==> src/logic/lkr_pkg.sv <==
// Purpose: Constants and types for the local key range block
// Assumes: 25 MHz core clock
// Notes:   Times in ms, cycle counts derived in the top module
package lkr_pkg;
  // ---------------------------------------------------------------
  // Timing
  // ---------------------------------------------------------------
  localparam int CLK_KHZ  = 25000;
  localparam int VIEW_MS  = 2000;
  localparam int COMBO_MS = 50;
  localparam int GAP_MS   = 1000;
  localparam int SLOW_MS  = 400;
  localparam int FAST_MS  = 60;
  localparam logic [3:0] FAST_AFTER = 4'h8;

  typedef logic [26:0] lkr_tmr_t;
  typedef logic [15:0] lkr_val_t;
  typedef enum logic [1:0] {ST_IDLE, ST_GATHER, ST_HOLD, ST_RELEASE} lkr_state_t;

  // ---------------------------------------------------------------
  // Keys and key pairs
  // ---------------------------------------------------------------
  localparam logic [3:0] K_ZU     = 4'h1;
  localparam logic [3:0] K_ZD     = 4'h2;
  localparam logic [3:0] K_SU     = 4'h4;
  localparam logic [3:0] K_SD     = 4'h8;
  localparam logic [3:0] P_LRV    = 4'h3;
  localparam logic [3:0] P_URV    = 4'hC;
  localparam logic [3:0] P_BIAS   = 4'h5;
  localparam logic [3:0] P_BDEL   = 4'hA;
  localparam logic [3:0] P_LOCK   = 4'h9;
  localparam logic [3:0] P_UNLOCK = 4'h6;

  // ---------------------------------------------------------------
  // Register map
  // ---------------------------------------------------------------
  localparam logic [7:0] A_CTRL = 8'h00;
  localparam logic [7:0] A_STAT = 8'h04;
  localparam logic [7:0] A_LRV  = 8'h08;
  localparam logic [7:0] A_URV  = 8'h0C;
  localparam logic [7:0] A_BIAS = 8'h10;
  localparam logic [7:0] A_DISP = 8'h14;
  localparam int CTRL_LOCK = 0;
  localparam int STAT_VIEW = 0;
  localparam int STAT_BIAS = 1;
  localparam int STAT_LOCK = 2;
  localparam lkr_val_t LRV_RST  = 16'h0000;
  localparam lkr_val_t URV_RST  = 16'h03E8;
  localparam lkr_val_t BIAS_RST = 16'h0000;
endpackage

==> src/logic/lkr_key_range.sv <==
// Purpose: Local four-key range, bias and lock interpreter
// Assumes: Keys active high and synchronous to core_clk
// Notes:   APB slave, one wait state on every access
//
// Operation
// - Range values only scale the bar graph.
// - Range values never touch bus output or numeric display.
// - Counting zero-up press raises lower range by one digit.
// - Counting zero-down press lowers lower range by one digit.
// - Counting span-up press raises upper range by one digit.
// - Counting span-down press lowers upper range by one digit.
// - First single press only wakes display; later presses count.
// - Held key steps slowly, then faster.
// - Key press enters calibration view; back to measurement after 2 s.
// - Zero-up plus zero-down twice captures pressure as lower range.
// - Span-up plus span-down twice captures pressure as upper range.
// - Zero-up plus span-up twice captures pressure as bias.
// - Zero-up plus span-up once shows stored bias.
// - Zero-down plus span-down twice clears bias.
// - Bias corrects only the display, never the bus output.
//
// Design decisions made here: the APB register port and the placing of the registers.
`timescale 1ns/10ps
`default_nettype none
module lkr_key_range #(
  parameter int VIEW_CYC  = lkr_pkg::VIEW_MS * lkr_pkg::CLK_KHZ,
  parameter int COMBO_CYC = lkr_pkg::COMBO_MS * lkr_pkg::CLK_KHZ,
  parameter int GAP_CYC   = lkr_pkg::GAP_MS * lkr_pkg::CLK_KHZ,
  parameter int SLOW_CYC  = lkr_pkg::SLOW_MS * lkr_pkg::CLK_KHZ,
  parameter int FAST_CYC  = lkr_pkg::FAST_MS * lkr_pkg::CLK_KHZ
) (
  input  wire logic        core_clk,
  input  wire logic        reset_n,
  input  wire logic        zeroUpKey,
  input  wire logic        zeroDownKey,
  input  wire logic        spanUpKey,
  input  wire logic        spanDownKey,
  input  wire logic [15:0] pressure,
  input  wire logic        psel,
  input  wire logic        penable,
  input  wire logic        pwrite,
  input  wire logic [7:0]  paddr,
  input  wire logic [31:0] pwdata,
  output logic      [31:0] prdata,
  output logic             pready,
  output logic             pslverr,
  output logic      [15:0] outValue,
  output logic      [15:0] displayValue,
  output logic      [15:0] barLow,
  output logic      [15:0] barHigh,
  output logic             calView,
  output logic             biasShow,
  output logic             locked
);
  localparam lkr_pkg::lkr_tmr_t T_VIEW  = lkr_pkg::lkr_tmr_t'(VIEW_CYC);
  localparam lkr_pkg::lkr_tmr_t T_COMBO = lkr_pkg::lkr_tmr_t'(COMBO_CYC);
  localparam lkr_pkg::lkr_tmr_t T_GAP   = lkr_pkg::lkr_tmr_t'(GAP_CYC);
  localparam lkr_pkg::lkr_tmr_t T_SLOW  = lkr_pkg::lkr_tmr_t'(SLOW_CYC);
  localparam lkr_pkg::lkr_tmr_t T_FAST  = lkr_pkg::lkr_tmr_t'(FAST_CYC);

  logic [3:0]          keys;
  logic [3:0]          keySet;
  logic [3:0]          keyAll;
  logic [3:0]          stepKeys;
  logic [3:0]          pairKeys;
  logic [3:0]          lastPair;
  logic [3:0]          repCnt;
  logic                stepReq;
  logic                pairDo;
  logic                viewArm;
  logic                biasArm;
  logic                apbAcc;
  lkr_pkg::lkr_state_t state;
  lkr_pkg::lkr_tmr_t   tmr;
  lkr_pkg::lkr_tmr_t   gapCnt;
  lkr_pkg::lkr_tmr_t   viewCnt;
  lkr_pkg::lkr_val_t   lowRange;
  lkr_pkg::lkr_val_t   highRange;
  lkr_pkg::lkr_val_t   bias;

  // One key down only, not a combination
  function automatic logic isSingle(input logic [3:0] k);
    return (k != 4'h0) && ((k & (k - 4'h1)) == 4'h0);
  endfunction

  // Two keys down exactly
  function automatic logic isPair(input logic [3:0] k);
    return $countones(k) == 2;
  endfunction

  assign keys   = {spanDownKey, spanUpKey, zeroDownKey, zeroUpKey};
  assign keyAll = keySet | keys;
  assign apbAcc = psel & penable & pready;

  // ---------------------------------------------------------------
  // Key interpreter
  // ---------------------------------------------------------------
  // Gather window merges near-simultaneous presses into one pattern
  always_ff @(posedge core_clk or negedge reset_n) begin
    if (!reset_n) begin
      state    <= lkr_pkg::ST_IDLE;
      keySet   <= 4'h0;
      tmr      <= '0;
      repCnt   <= 4'h0;
      stepReq  <= 1'b0;
      stepKeys <= 4'h0;
      pairDo   <= 1'b0;
      pairKeys <= 4'h0;
      lastPair <= 4'h0;
      gapCnt   <= '0;
      viewArm  <= 1'b0;
      biasArm  <= 1'b0;
    end else begin
      stepReq <= 1'b0;
      pairDo  <= 1'b0;
      viewArm <= 1'b0;
      biasArm <= 1'b0;
      if (gapCnt != '0) begin
        gapCnt <= gapCnt - 1'b1;
      end
      // Lone bias pair with no second press just shows the bias
      if (gapCnt == 27'h0000001) begin
        lastPair <= 4'h0;
        biasArm  <= (lastPair == lkr_pkg::P_BIAS);
      end
      case (state)
        lkr_pkg::ST_IDLE: begin
          if (keys != 4'h0) begin
            keySet <= keys;
            tmr    <= T_COMBO;
            state  <= lkr_pkg::ST_GATHER;
          end
        end
        lkr_pkg::ST_GATHER: begin
          keySet <= keyAll;
          tmr    <= tmr - 1'b1;
          if (tmr == 27'h0000001) begin
            viewArm <= 1'b1;
            state   <= lkr_pkg::ST_RELEASE;
            if (isSingle(keyAll)) begin
              // Asleep display only wakes on the first press
              stepKeys <= calView ? keyAll : 4'h0;
              stepReq  <= calView;
              tmr      <= T_SLOW;
              repCnt   <= 4'h0;
              state    <= lkr_pkg::ST_HOLD;
            end else if (isPair(keyAll)) begin
              if (keyAll == lastPair && gapCnt != '0) begin
                pairDo   <= 1'b1;
                pairKeys <= keyAll;
                lastPair <= 4'h0;
                gapCnt   <= '0;
                biasArm  <= 1'b0;
              end else begin
                lastPair <= keyAll;
                gapCnt   <= T_GAP;
              end
            end
          end
        end
        lkr_pkg::ST_HOLD: begin
          if ((keys & keySet) == 4'h0) begin
            state <= lkr_pkg::ST_IDLE;
          end else if (tmr == 27'h0000001) begin
            stepReq <= (stepKeys != 4'h0);
            viewArm <= 1'b1;
            if (repCnt != 4'hF) begin
              repCnt <= repCnt + 4'h1;
            end
            // Slow steps first so single digits can be hit
            tmr <= (repCnt >= lkr_pkg::FAST_AFTER) ? T_FAST : T_SLOW;
          end else begin
            tmr <= tmr - 1'b1;
          end
        end
        default: begin
          // Wait for a clean release before a new pattern
          if (keys == 4'h0) begin
            state <= lkr_pkg::ST_IDLE;
          end
        end
      endcase
    end
  end

  // ---------------------------------------------------------------
  // Range and bias store
  // ---------------------------------------------------------------
  // Key edits are dropped entirely while the point is locked
  always_ff @(posedge core_clk or negedge reset_n) begin
    if (!reset_n) begin
      lowRange  <= lkr_pkg::LRV_RST;
      highRange <= lkr_pkg::URV_RST;
      bias      <= lkr_pkg::BIAS_RST;
    end else if (!locked) begin
      if (stepReq) begin
        case (stepKeys)
          lkr_pkg::K_ZU: lowRange <= lowRange + 16'h0001;
          lkr_pkg::K_ZD: lowRange <= lowRange - 16'h0001;
          lkr_pkg::K_SU: highRange <= highRange + 16'h0001;
          lkr_pkg::K_SD: highRange <= highRange - 16'h0001;
          default: ;
        endcase
      end
      if (pairDo) begin
        case (pairKeys)
          lkr_pkg::P_LRV: lowRange <= pressure;
          lkr_pkg::P_URV: highRange <= pressure;
          lkr_pkg::P_BIAS: bias <= pressure;
          lkr_pkg::P_BDEL: bias <= lkr_pkg::BIAS_RST;
          default: ;
        endcase
      end
    end
  end

  // ---------------------------------------------------------------
  // Lock flag
  // ---------------------------------------------------------------
  // Key pairs win over a software write in the same cycle
  always_ff @(posedge core_clk or negedge reset_n) begin
    if (!reset_n) begin
      locked <= 1'b0;
    end else if (pairDo && pairKeys == lkr_pkg::P_LOCK) begin
      locked <= 1'b1;
    end else if (pairDo && pairKeys == lkr_pkg::P_UNLOCK) begin
      locked <= 1'b0;
    end else if (apbAcc && pwrite && paddr == lkr_pkg::A_CTRL) begin
      locked <= pwdata[lkr_pkg::CTRL_LOCK];
    end
  end

  // ---------------------------------------------------------------
  // View timer
  // ---------------------------------------------------------------
  always_ff @(posedge core_clk or negedge reset_n) begin
    if (!reset_n) begin
      viewCnt  <= '0;
      calView  <= 1'b0;
      biasShow <= 1'b0;
    end else if (viewArm || biasArm) begin
      viewCnt  <= T_VIEW;
      calView  <= 1'b1;
      biasShow <= biasArm;
    end else if (viewCnt != '0) begin
      viewCnt <= viewCnt - 1'b1;
      if (viewCnt == 27'h0000001) begin
        calView  <= 1'b0;
        biasShow <= 1'b0;
      end
    end
  end

  // ---------------------------------------------------------------
  // Output paths
  // ---------------------------------------------------------------
  // Bus value bypasses both ranges and bias; display sees bias only
  always_ff @(posedge core_clk or negedge reset_n) begin
    if (!reset_n) begin
      outValue     <= 16'h0000;
      displayValue <= 16'h0000;
      barLow       <= lkr_pkg::LRV_RST;
      barHigh      <= lkr_pkg::URV_RST;
    end else begin
      outValue     <= pressure;
      displayValue <= biasShow ? bias : pressure - bias;
      barLow       <= lowRange;
      barHigh      <= highRange;
    end
  end

  // ---------------------------------------------------------------
  // APB slave
  // ---------------------------------------------------------------
  // One wait state keeps read data coming straight from a flop
  always_ff @(posedge core_clk or negedge reset_n) begin
    if (!reset_n) begin
      pready  <= 1'b0;
      pslverr <= 1'b0;
      prdata  <= 32'h00000000;
    end else begin
      pready  <= psel & penable & ~pready;
      pslverr <= 1'b0;
      prdata  <= 32'h00000000;
      if (psel && penable && !pready) begin
        if (paddr == lkr_pkg::A_CTRL) begin
          prdata[lkr_pkg::CTRL_LOCK] <= locked;
        end else if (paddr == lkr_pkg::A_STAT) begin
          prdata[lkr_pkg::STAT_VIEW] <= calView;
          prdata[lkr_pkg::STAT_BIAS] <= biasShow;
          prdata[lkr_pkg::STAT_LOCK] <= locked;
        end else if (paddr == lkr_pkg::A_LRV) begin
          prdata[15:0] <= lowRange;
        end else if (paddr == lkr_pkg::A_URV) begin
          prdata[15:0] <= highRange;
        end else if (paddr == lkr_pkg::A_BIAS) begin
          prdata[15:0] <= bias;
        end else if (paddr == lkr_pkg::A_DISP) begin
          prdata[15:0] <= displayValue;
        end else begin
          pslverr <= 1'b1;
        end
      end
    end
  end
endmodule
`default_nettype wire

==> config.mk <==
export PLATFORM = sky130hd
export DESIGN_NAME = lkr_key_range
export DESIGN_NICKNAME = d
export VERILOG_FILES = /design/src/logic/lkr_pkg.sv /design/src/logic/lkr_key_range.sv
export SDC_FILE = /design/constraint.sdc
export NUM_CORES = 1
export LEC_CHECK = 0
export BUFFER_PORTS_ARGS = -buffer_cell sky130_fd_sc_hd__buf_2
export CORE_MARGIN = 8
export CORE_UTILIZATION = 40
export DETAILED_ROUTE_END_ITERATION = 8
export PLACE_DENSITY_LB_ADDON = 0.08
export RECOVER_POWER = 25
export SYNTH_ARGS = -nofsm -noshare
export SYNTH_HDL_FRONTEND = slang
export SYNTH_SLANG_ARGS = --single-unit
==> constraint.sdc <==
create_clock -name core_clk -period 4.7 [get_ports core_clk]
set_input_delay 0.94 -clock core_clk [delete_from_list [all_inputs] [get_ports core_clk]]
set_output_delay 0.94 -clock core_clk [all_outputs]
set_load 0.01 [all_outputs]
; ---- Word level (Yosys, flattened, before mapping)
; Index checks and enable logic that the tools add are counted.
[word_totals]
register_bits = 240
latchBits = 0
ram_bits = 0
rom_bits = 0
input_bits = 65
out_inout_bits = 101
wordCells = 204
mem_count = 0
[classes]
n_addsub = 13
multipliers = 0
div_mod_pow = 0
magnitude_cmp = 1
n_eq_ne = 31
n_shift = 0
n_mux = 88
bitwise = 9
reduce_logical = 36
[op_table]
columns = op, n
row1 = two-way mux 27 bit, 12
row2 = two-way mux 16 bit, 12
row3 = one-hot mux 16 bit (2 select lines), 3
row4 = "== test 27 x 1 -> 1 bit, second input constant", 3
row5 = one-hot mux 27 bit (3 select lines), 1
row6 = "subtractor 27 x 1 -> 27 bit, second input constant", 3
row7 = nonzero test 27 bit, 2
row8 = two-way mux 4 bit, 13
row9 = two-way mux 1 bit, 33
row10 = "adder 16 x 1 -> 16 bit, second input constant", 2
row11 = "subtractor 16 x 1 -> 16 bit, second input constant", 2
row12 = two-way mux 25 bit, 1
row13 = two-way mux 24 bit, 1
row14 = "== test 4 x 3 -> 1 bit, second input constant", 4
row15 = "== test 4 bit, second input constant", 4
row16 = "== test 8 x 4 -> 1 bit, second input constant", 2
row17 = "== test 8 x 5 -> 1 bit, second input constant", 2
row18 = one-hot mux 4 bit (2 select lines), 2
row19 = nonzero test 4 bit, 4
row20 = subtractor 16 bit, 1
row21 = two-way mux 15 bit, 1
row22 = "!= test 2 bit, second input constant", 7
row23 = two-way mux 13 bit, 1
row24 = zero test 4 bit, 3
row25 = other kinds (33), 59

; ---- Logic depth before layout (Yosys ltp)
[logic_depth]
word_depth = 8
depth_mapped = 13

; ---- Worst setup path before layout
; OpenSTA, ideal clock, no wires.
[synth_timing]
path_kind = register -> register
startpoint = register stepKeys[0]
endpoint = register highRange[12]
setup_time_ns = 0.129
t_arrival_ns = 3.614
required_ns = 4.571
path_slack_ns = 0.957
path_stages_with_launch = 14
cell_sequence = dfrtp_1 clkbuf_1 or4b_1 buf_2 buf_1 xnor2_1 ha_1 or3_1 or3_4 or4_4 nor3_2 o21ai_1 and3_1 a2111o_1
[synth_via]
elab_chain_cells = 5
elab_cells_between_ends = 6
classes_between = eq/ne (2) / mux (4)
[synth_rtl]
columns = item, line_no
row1 = start: declaration, lkr_key_range.sv:64  ; logic [3:0] stepKeys;
row2 = start signal: assignment, lkr_key_range.sv:142  ; stepKeys <= calView ? keyAll : 4'h0;
row3 = == test 4 bit / == test 4 x 3 -> 1 bit (equally long branches), lkr_key_range.sv:197  ; case (stepKeys)
row4 = one-hot mux 16 bit (2 select lines) *, lkr_key_range.sv:197
row5 = two-way mux 16 bit *, lkr_key_range.sv:196  ; if (stepReq) begin
row6 = two-way mux 16 bit, lkr_key_range.sv:206  ; case (pairKeys)
row7 = two-way mux 16 bit *, lkr_key_range.sv:205  ; if (pairDo) begin
row8 = end signal: assignment, lkr_key_range.sv:200  ; lkr_pkg::K_SU: highRange <= highRange + 16'h0001;
row9 = end signal: assignment, lkr_key_range.sv:201  ; lkr_pkg::K_SD: highRange <= highRange - 16'h0001;
row10 = end signal: assignment, lkr_key_range.sv:208  ; lkr_pkg::P_URV: highRange <= pressure;
row11 = end: declaration, lkr_key_range.sv:78  ; lkr_pkg::lkr_val_t highRange;
; Every way passes the cells marked *; elsewhere a longest branch is shown, timed or not.
; A chain may end at the register's enable or synchronous reset.

; ---- Worst setup path after layout
; Same ends and word-level chain as after synthesis.

==> impl_metrics.csv <==
group,metric,value,unit
run_status,outcome,"finished, violations left",
run_status,violations,"capacitance limit, slew limit",
place,portBuffers,118,
route,first_iter_violations,680,
place,gp_congestion,0.866,
final_layout,multi_input_area,0.00668,mm²
global_routing,grt_pass1_wl,60400,µm
clocking,clk_latency,0.55,ns
critical_path,worstSetupPathDepth,10,
critical_path,rrSetupSlack,0.78,ns
critical_path,r2r-end,"highRange[12]",
synth,yosys_warnings,0,
synth,synth_edf_count,0,
floorplanning,row_count,66,
place,dpl.hpwl,26600,µm
sta,whs,0.467,ns
synth,syn_area_per_cell,9.17,µm²
run,drv_cap,1,
sta,hold_viol,0,
critical_path,worstSetupStartpoint,"stepKeys[0]",
clocking,numCtsBuffers,29,
critical_path,reg2reg_depth,10,
critical_path,worstSetupEndpoint,"highRange[12]",
route,viasPerCell,5.51,
global_routing,grt_pass1_vias,10836,
sta,worstMarginPinSlew,2.98,ns
global_routing,grt-ovfl-total,0,
clocking,postCtsSetupRepairBufs,0,
synth,synth.cell_area,0.0133,mm²
clocking,cts.sinks,240,
critical_path,required,5.12,ns
final_layout,area_delta_synth_final,14.9,%
clocking,postCtsResizedCells,0,
pwr,ir_worst_vdd,0.255,mV
global_routing,grt_antenna_before_repair,1,
sta,max_freq,255,MHz
floorplanning,core_area,0.0326,mm²
synth,synth_compound_area_share,17.4,%
critical_path,end_kind,"flip-flop",
synth,synth_mux_area_share,1.69,%
critical_path,cp_slowest_stage_delay,0.88,ns
synth,yosys.area_share.adder,3.50,%
route,vias,11045,
synth,synth_cell_types,94,
pwr,p_total,5.99,mW
sta,setup_tns,0,ns
synth,yosys.area_share.simple,22.4,%
route,wire_per_inst,18.6,µm
synth,synth_top_flop_cell,"dfrtp_1",
critical_path,crit_type,"flip-flop to flip-flop",
sta,rsz0062_at_grt,"false",
global_routing,grt_max_degree,113,
critical_path,crit_family,"simple AND/OR/NAND/NOR gates",
final_layout,n_fill_cell,3135,
synth,synth_top_family_by_area,"simple AND/OR/NAND/NOR gates",
final_layout,seqCellArea,0.00602,mm²
floorplanning,die_area,0.0393,mm²
place,pre_cts_ws,0.602,ns
clocking,h-tree-depth,1,
critical_path,crit_chain,"or4b_1 -> xnor2_1 -> ha_1 -> or3_1 -> or3_4 -> or4_4 -> nor3_2 -> o21ai_1 -> and3_1 -> a2111o_1",
route,antenna_left,0,
route,drt-pass1-iter-count,6,
sta,finalSetupViolations,0,
critical_path,cp_max_fo,18,
synth,yosysSeqAreaShare,45.3,%
min_path,min_path_type,"flip-flop to flip-flop",
floorplanning,start_util,40.7,%
critical_path,rr_startpoint,"stepKeys[0]",
sta,layout_setup_ws,0.777,ns
critical_path,critPathArrivalTime,4.35,ns
floorplanning,die_y,198,µm
route,drc_errors,0,
final_layout,final_cell_mix,"228 x dfrtp_1, 154 x nor2_1, 154 x nand2_1, 102 x a21oi_1, 101 x buf_2",
synth,synth_xor_area_share,4.74,%
clocking,clk_pin_slew,0.06,ns
clocking,cts_tree,"yes",
synth,synth_top_area_share,42.9,%
sta,finClkSkew,0.0127,ns
final_layout,drive_gt1_share,15.2,%
critical_path,start_kind,"flip-flop",
clocking,hold_buffers,0,
synth,ys_async_sr_fraction,100,%
sta,relSlewSlack,-98.6,%
sta,fin_crit_sh,83.5,%
global_routing,track_usage,19.1,%
sta,final-max-slew-violation-count,111,
clocking,cts_buffer_depth,3,
floorplanning,die_w,198,µm
synth,synth_seq_cells,240,
route,drt-total-wl,37300,µm
critical_path,cp_slowest_cell,"or4b_1",
sta,period_minus_slack,3.92,ns
critical_path,cp_num_buf_inv,0,
synth,synth_cells,1450,
clocking,cts-root-buf,"clkbuf_16",
floorplanning,io_pins,166,
pwr,p_leak,6.58,nW
synth,yosys-top-cells-area,"dfrtp_1 43%, nand2_1 4.3%, nor2_1 4.3%",
synth,synth_area_leader_cell,"dfrtp_1",
final_layout,nNetsFinal,1640,
pwr,p_per_area,393,mW/mm²
final_layout,mostFrequentLayoutCell,"dfrtp_1",
==> synthesized netlist by cell type (13+ instances only) <==
cell type and number:
dfrtp_1 228, nand2_1 154, nor2_1 154, a21oi_1 102, o21ai_0 91, clkbuf_1 67, inv_1 51, xnor2_1 41
ha_1 34, nand3_1 32, xor2_1 31, nor3_1 30, nor4_1 26, nand4_1 22, or3_1 22, or4_1 21
o22ai_1 19, buf_4 17, a31oi_1 14, nand2b_1 14, a222oi_1 13
==> worst register-to-register path: stages (launching register included) <==
cell and delay (ns):
dfrtp_1 0.47, or4b_1 0.88, xnor2_1 0.24, ha_1 0.26, or3_1 0.34, or3_4 0.36, or4_4 0.48, nor3_2 0.11
o21ai_1 0.09, and3_1 0.20, a2111o_1 0.38
==> report_power, final <==
part | switching [mW] | leakage, nW | internal [mW]
sequential | 0.113 | 2.73 | 2.19
combinational | 0.795 | 3.33 | 0.450
clock | 0.899 | 0.523 | 1.55
total | 1.81 | 6.58 | 4.19
==> per-layer routing <==
metal | up-vias | wire length [µm] | global-route usage (%)
li1 | 5375 | - | -
met1 | 5353 | 17100 | 26.2
met2 | 252 | 17200 | 30.6
met3 | 63 | 1780 | 2.53
met4 | 2 | 1190 | 6.64
met5 | - | 13 | 0
==> state kept, by name (all words and copies together), names as in the netlist, 16 cells and up <==
register and cells:
displayValue 16, highRange 16, outValue 16, tmr 27, bias 16, lowRange 16, barHigh 16, viewCnt 27
prdata 16, gapCnt 27, barLow 16
==> area by class of cell <==
| type | count | share of cell area (%) |
|---|---|---|
| antenna | 1 | 0.0164 |
| sequential | 240 | 39.4 |
| timing repair buffer | 139 | 4.93 |
| clock buffer | 36 | 5.32 |
| inverter | 52 | 1.28 |
| clock inverter | 17 | 1.65 |
| multi-input combinational | 1077 | 43.8 |
| tap | 442 | 3.62 |
==> cells by family (layout without fill, tap and decap cells) <==
group           count (synthesis)  after routing
compound gates                359            359
mux                            21             21
buf+inv                       148            244
other cells                     1             17
simple gates                  573            573
flops                         240            240
xor+xnor                       72             72
fa+ha+maj                      36             36
==> worst min path at each step <==
stage | startpoint | slack [ns] | endpoint | cells past startpoint
2_1_floorplan | highRange[10] | 0.35 | barHigh[10] | 0
3_3_place_gp | highRange[8] | 0.42 | barHigh[8] | 0
3_5_place_dp | highRange[8] | 0.42 | barHigh[8] | 0
4_1_cts | highRange[8] | 0.43 | barHigh[8] | 0
5_1_grt | lowRange[15] | 0.49 | barLow[15] | 0
6_report | lowRange[15] | 0.47 | barLow[15] | 0
==> through the flow <==
step	instances	util, %	instance area (µm²)
4_1_cts	2003	46.9	15300
3_3_place_gp	1950	43.6	14200
2_1_floorplan	1465	-	13300
3_5_place_dp	1950	43.6	14200
5_1_grt	2003	46.8	15300
6_report	2004	46.8	15300
No activity file was read; power rests on OpenSTA's default activity.
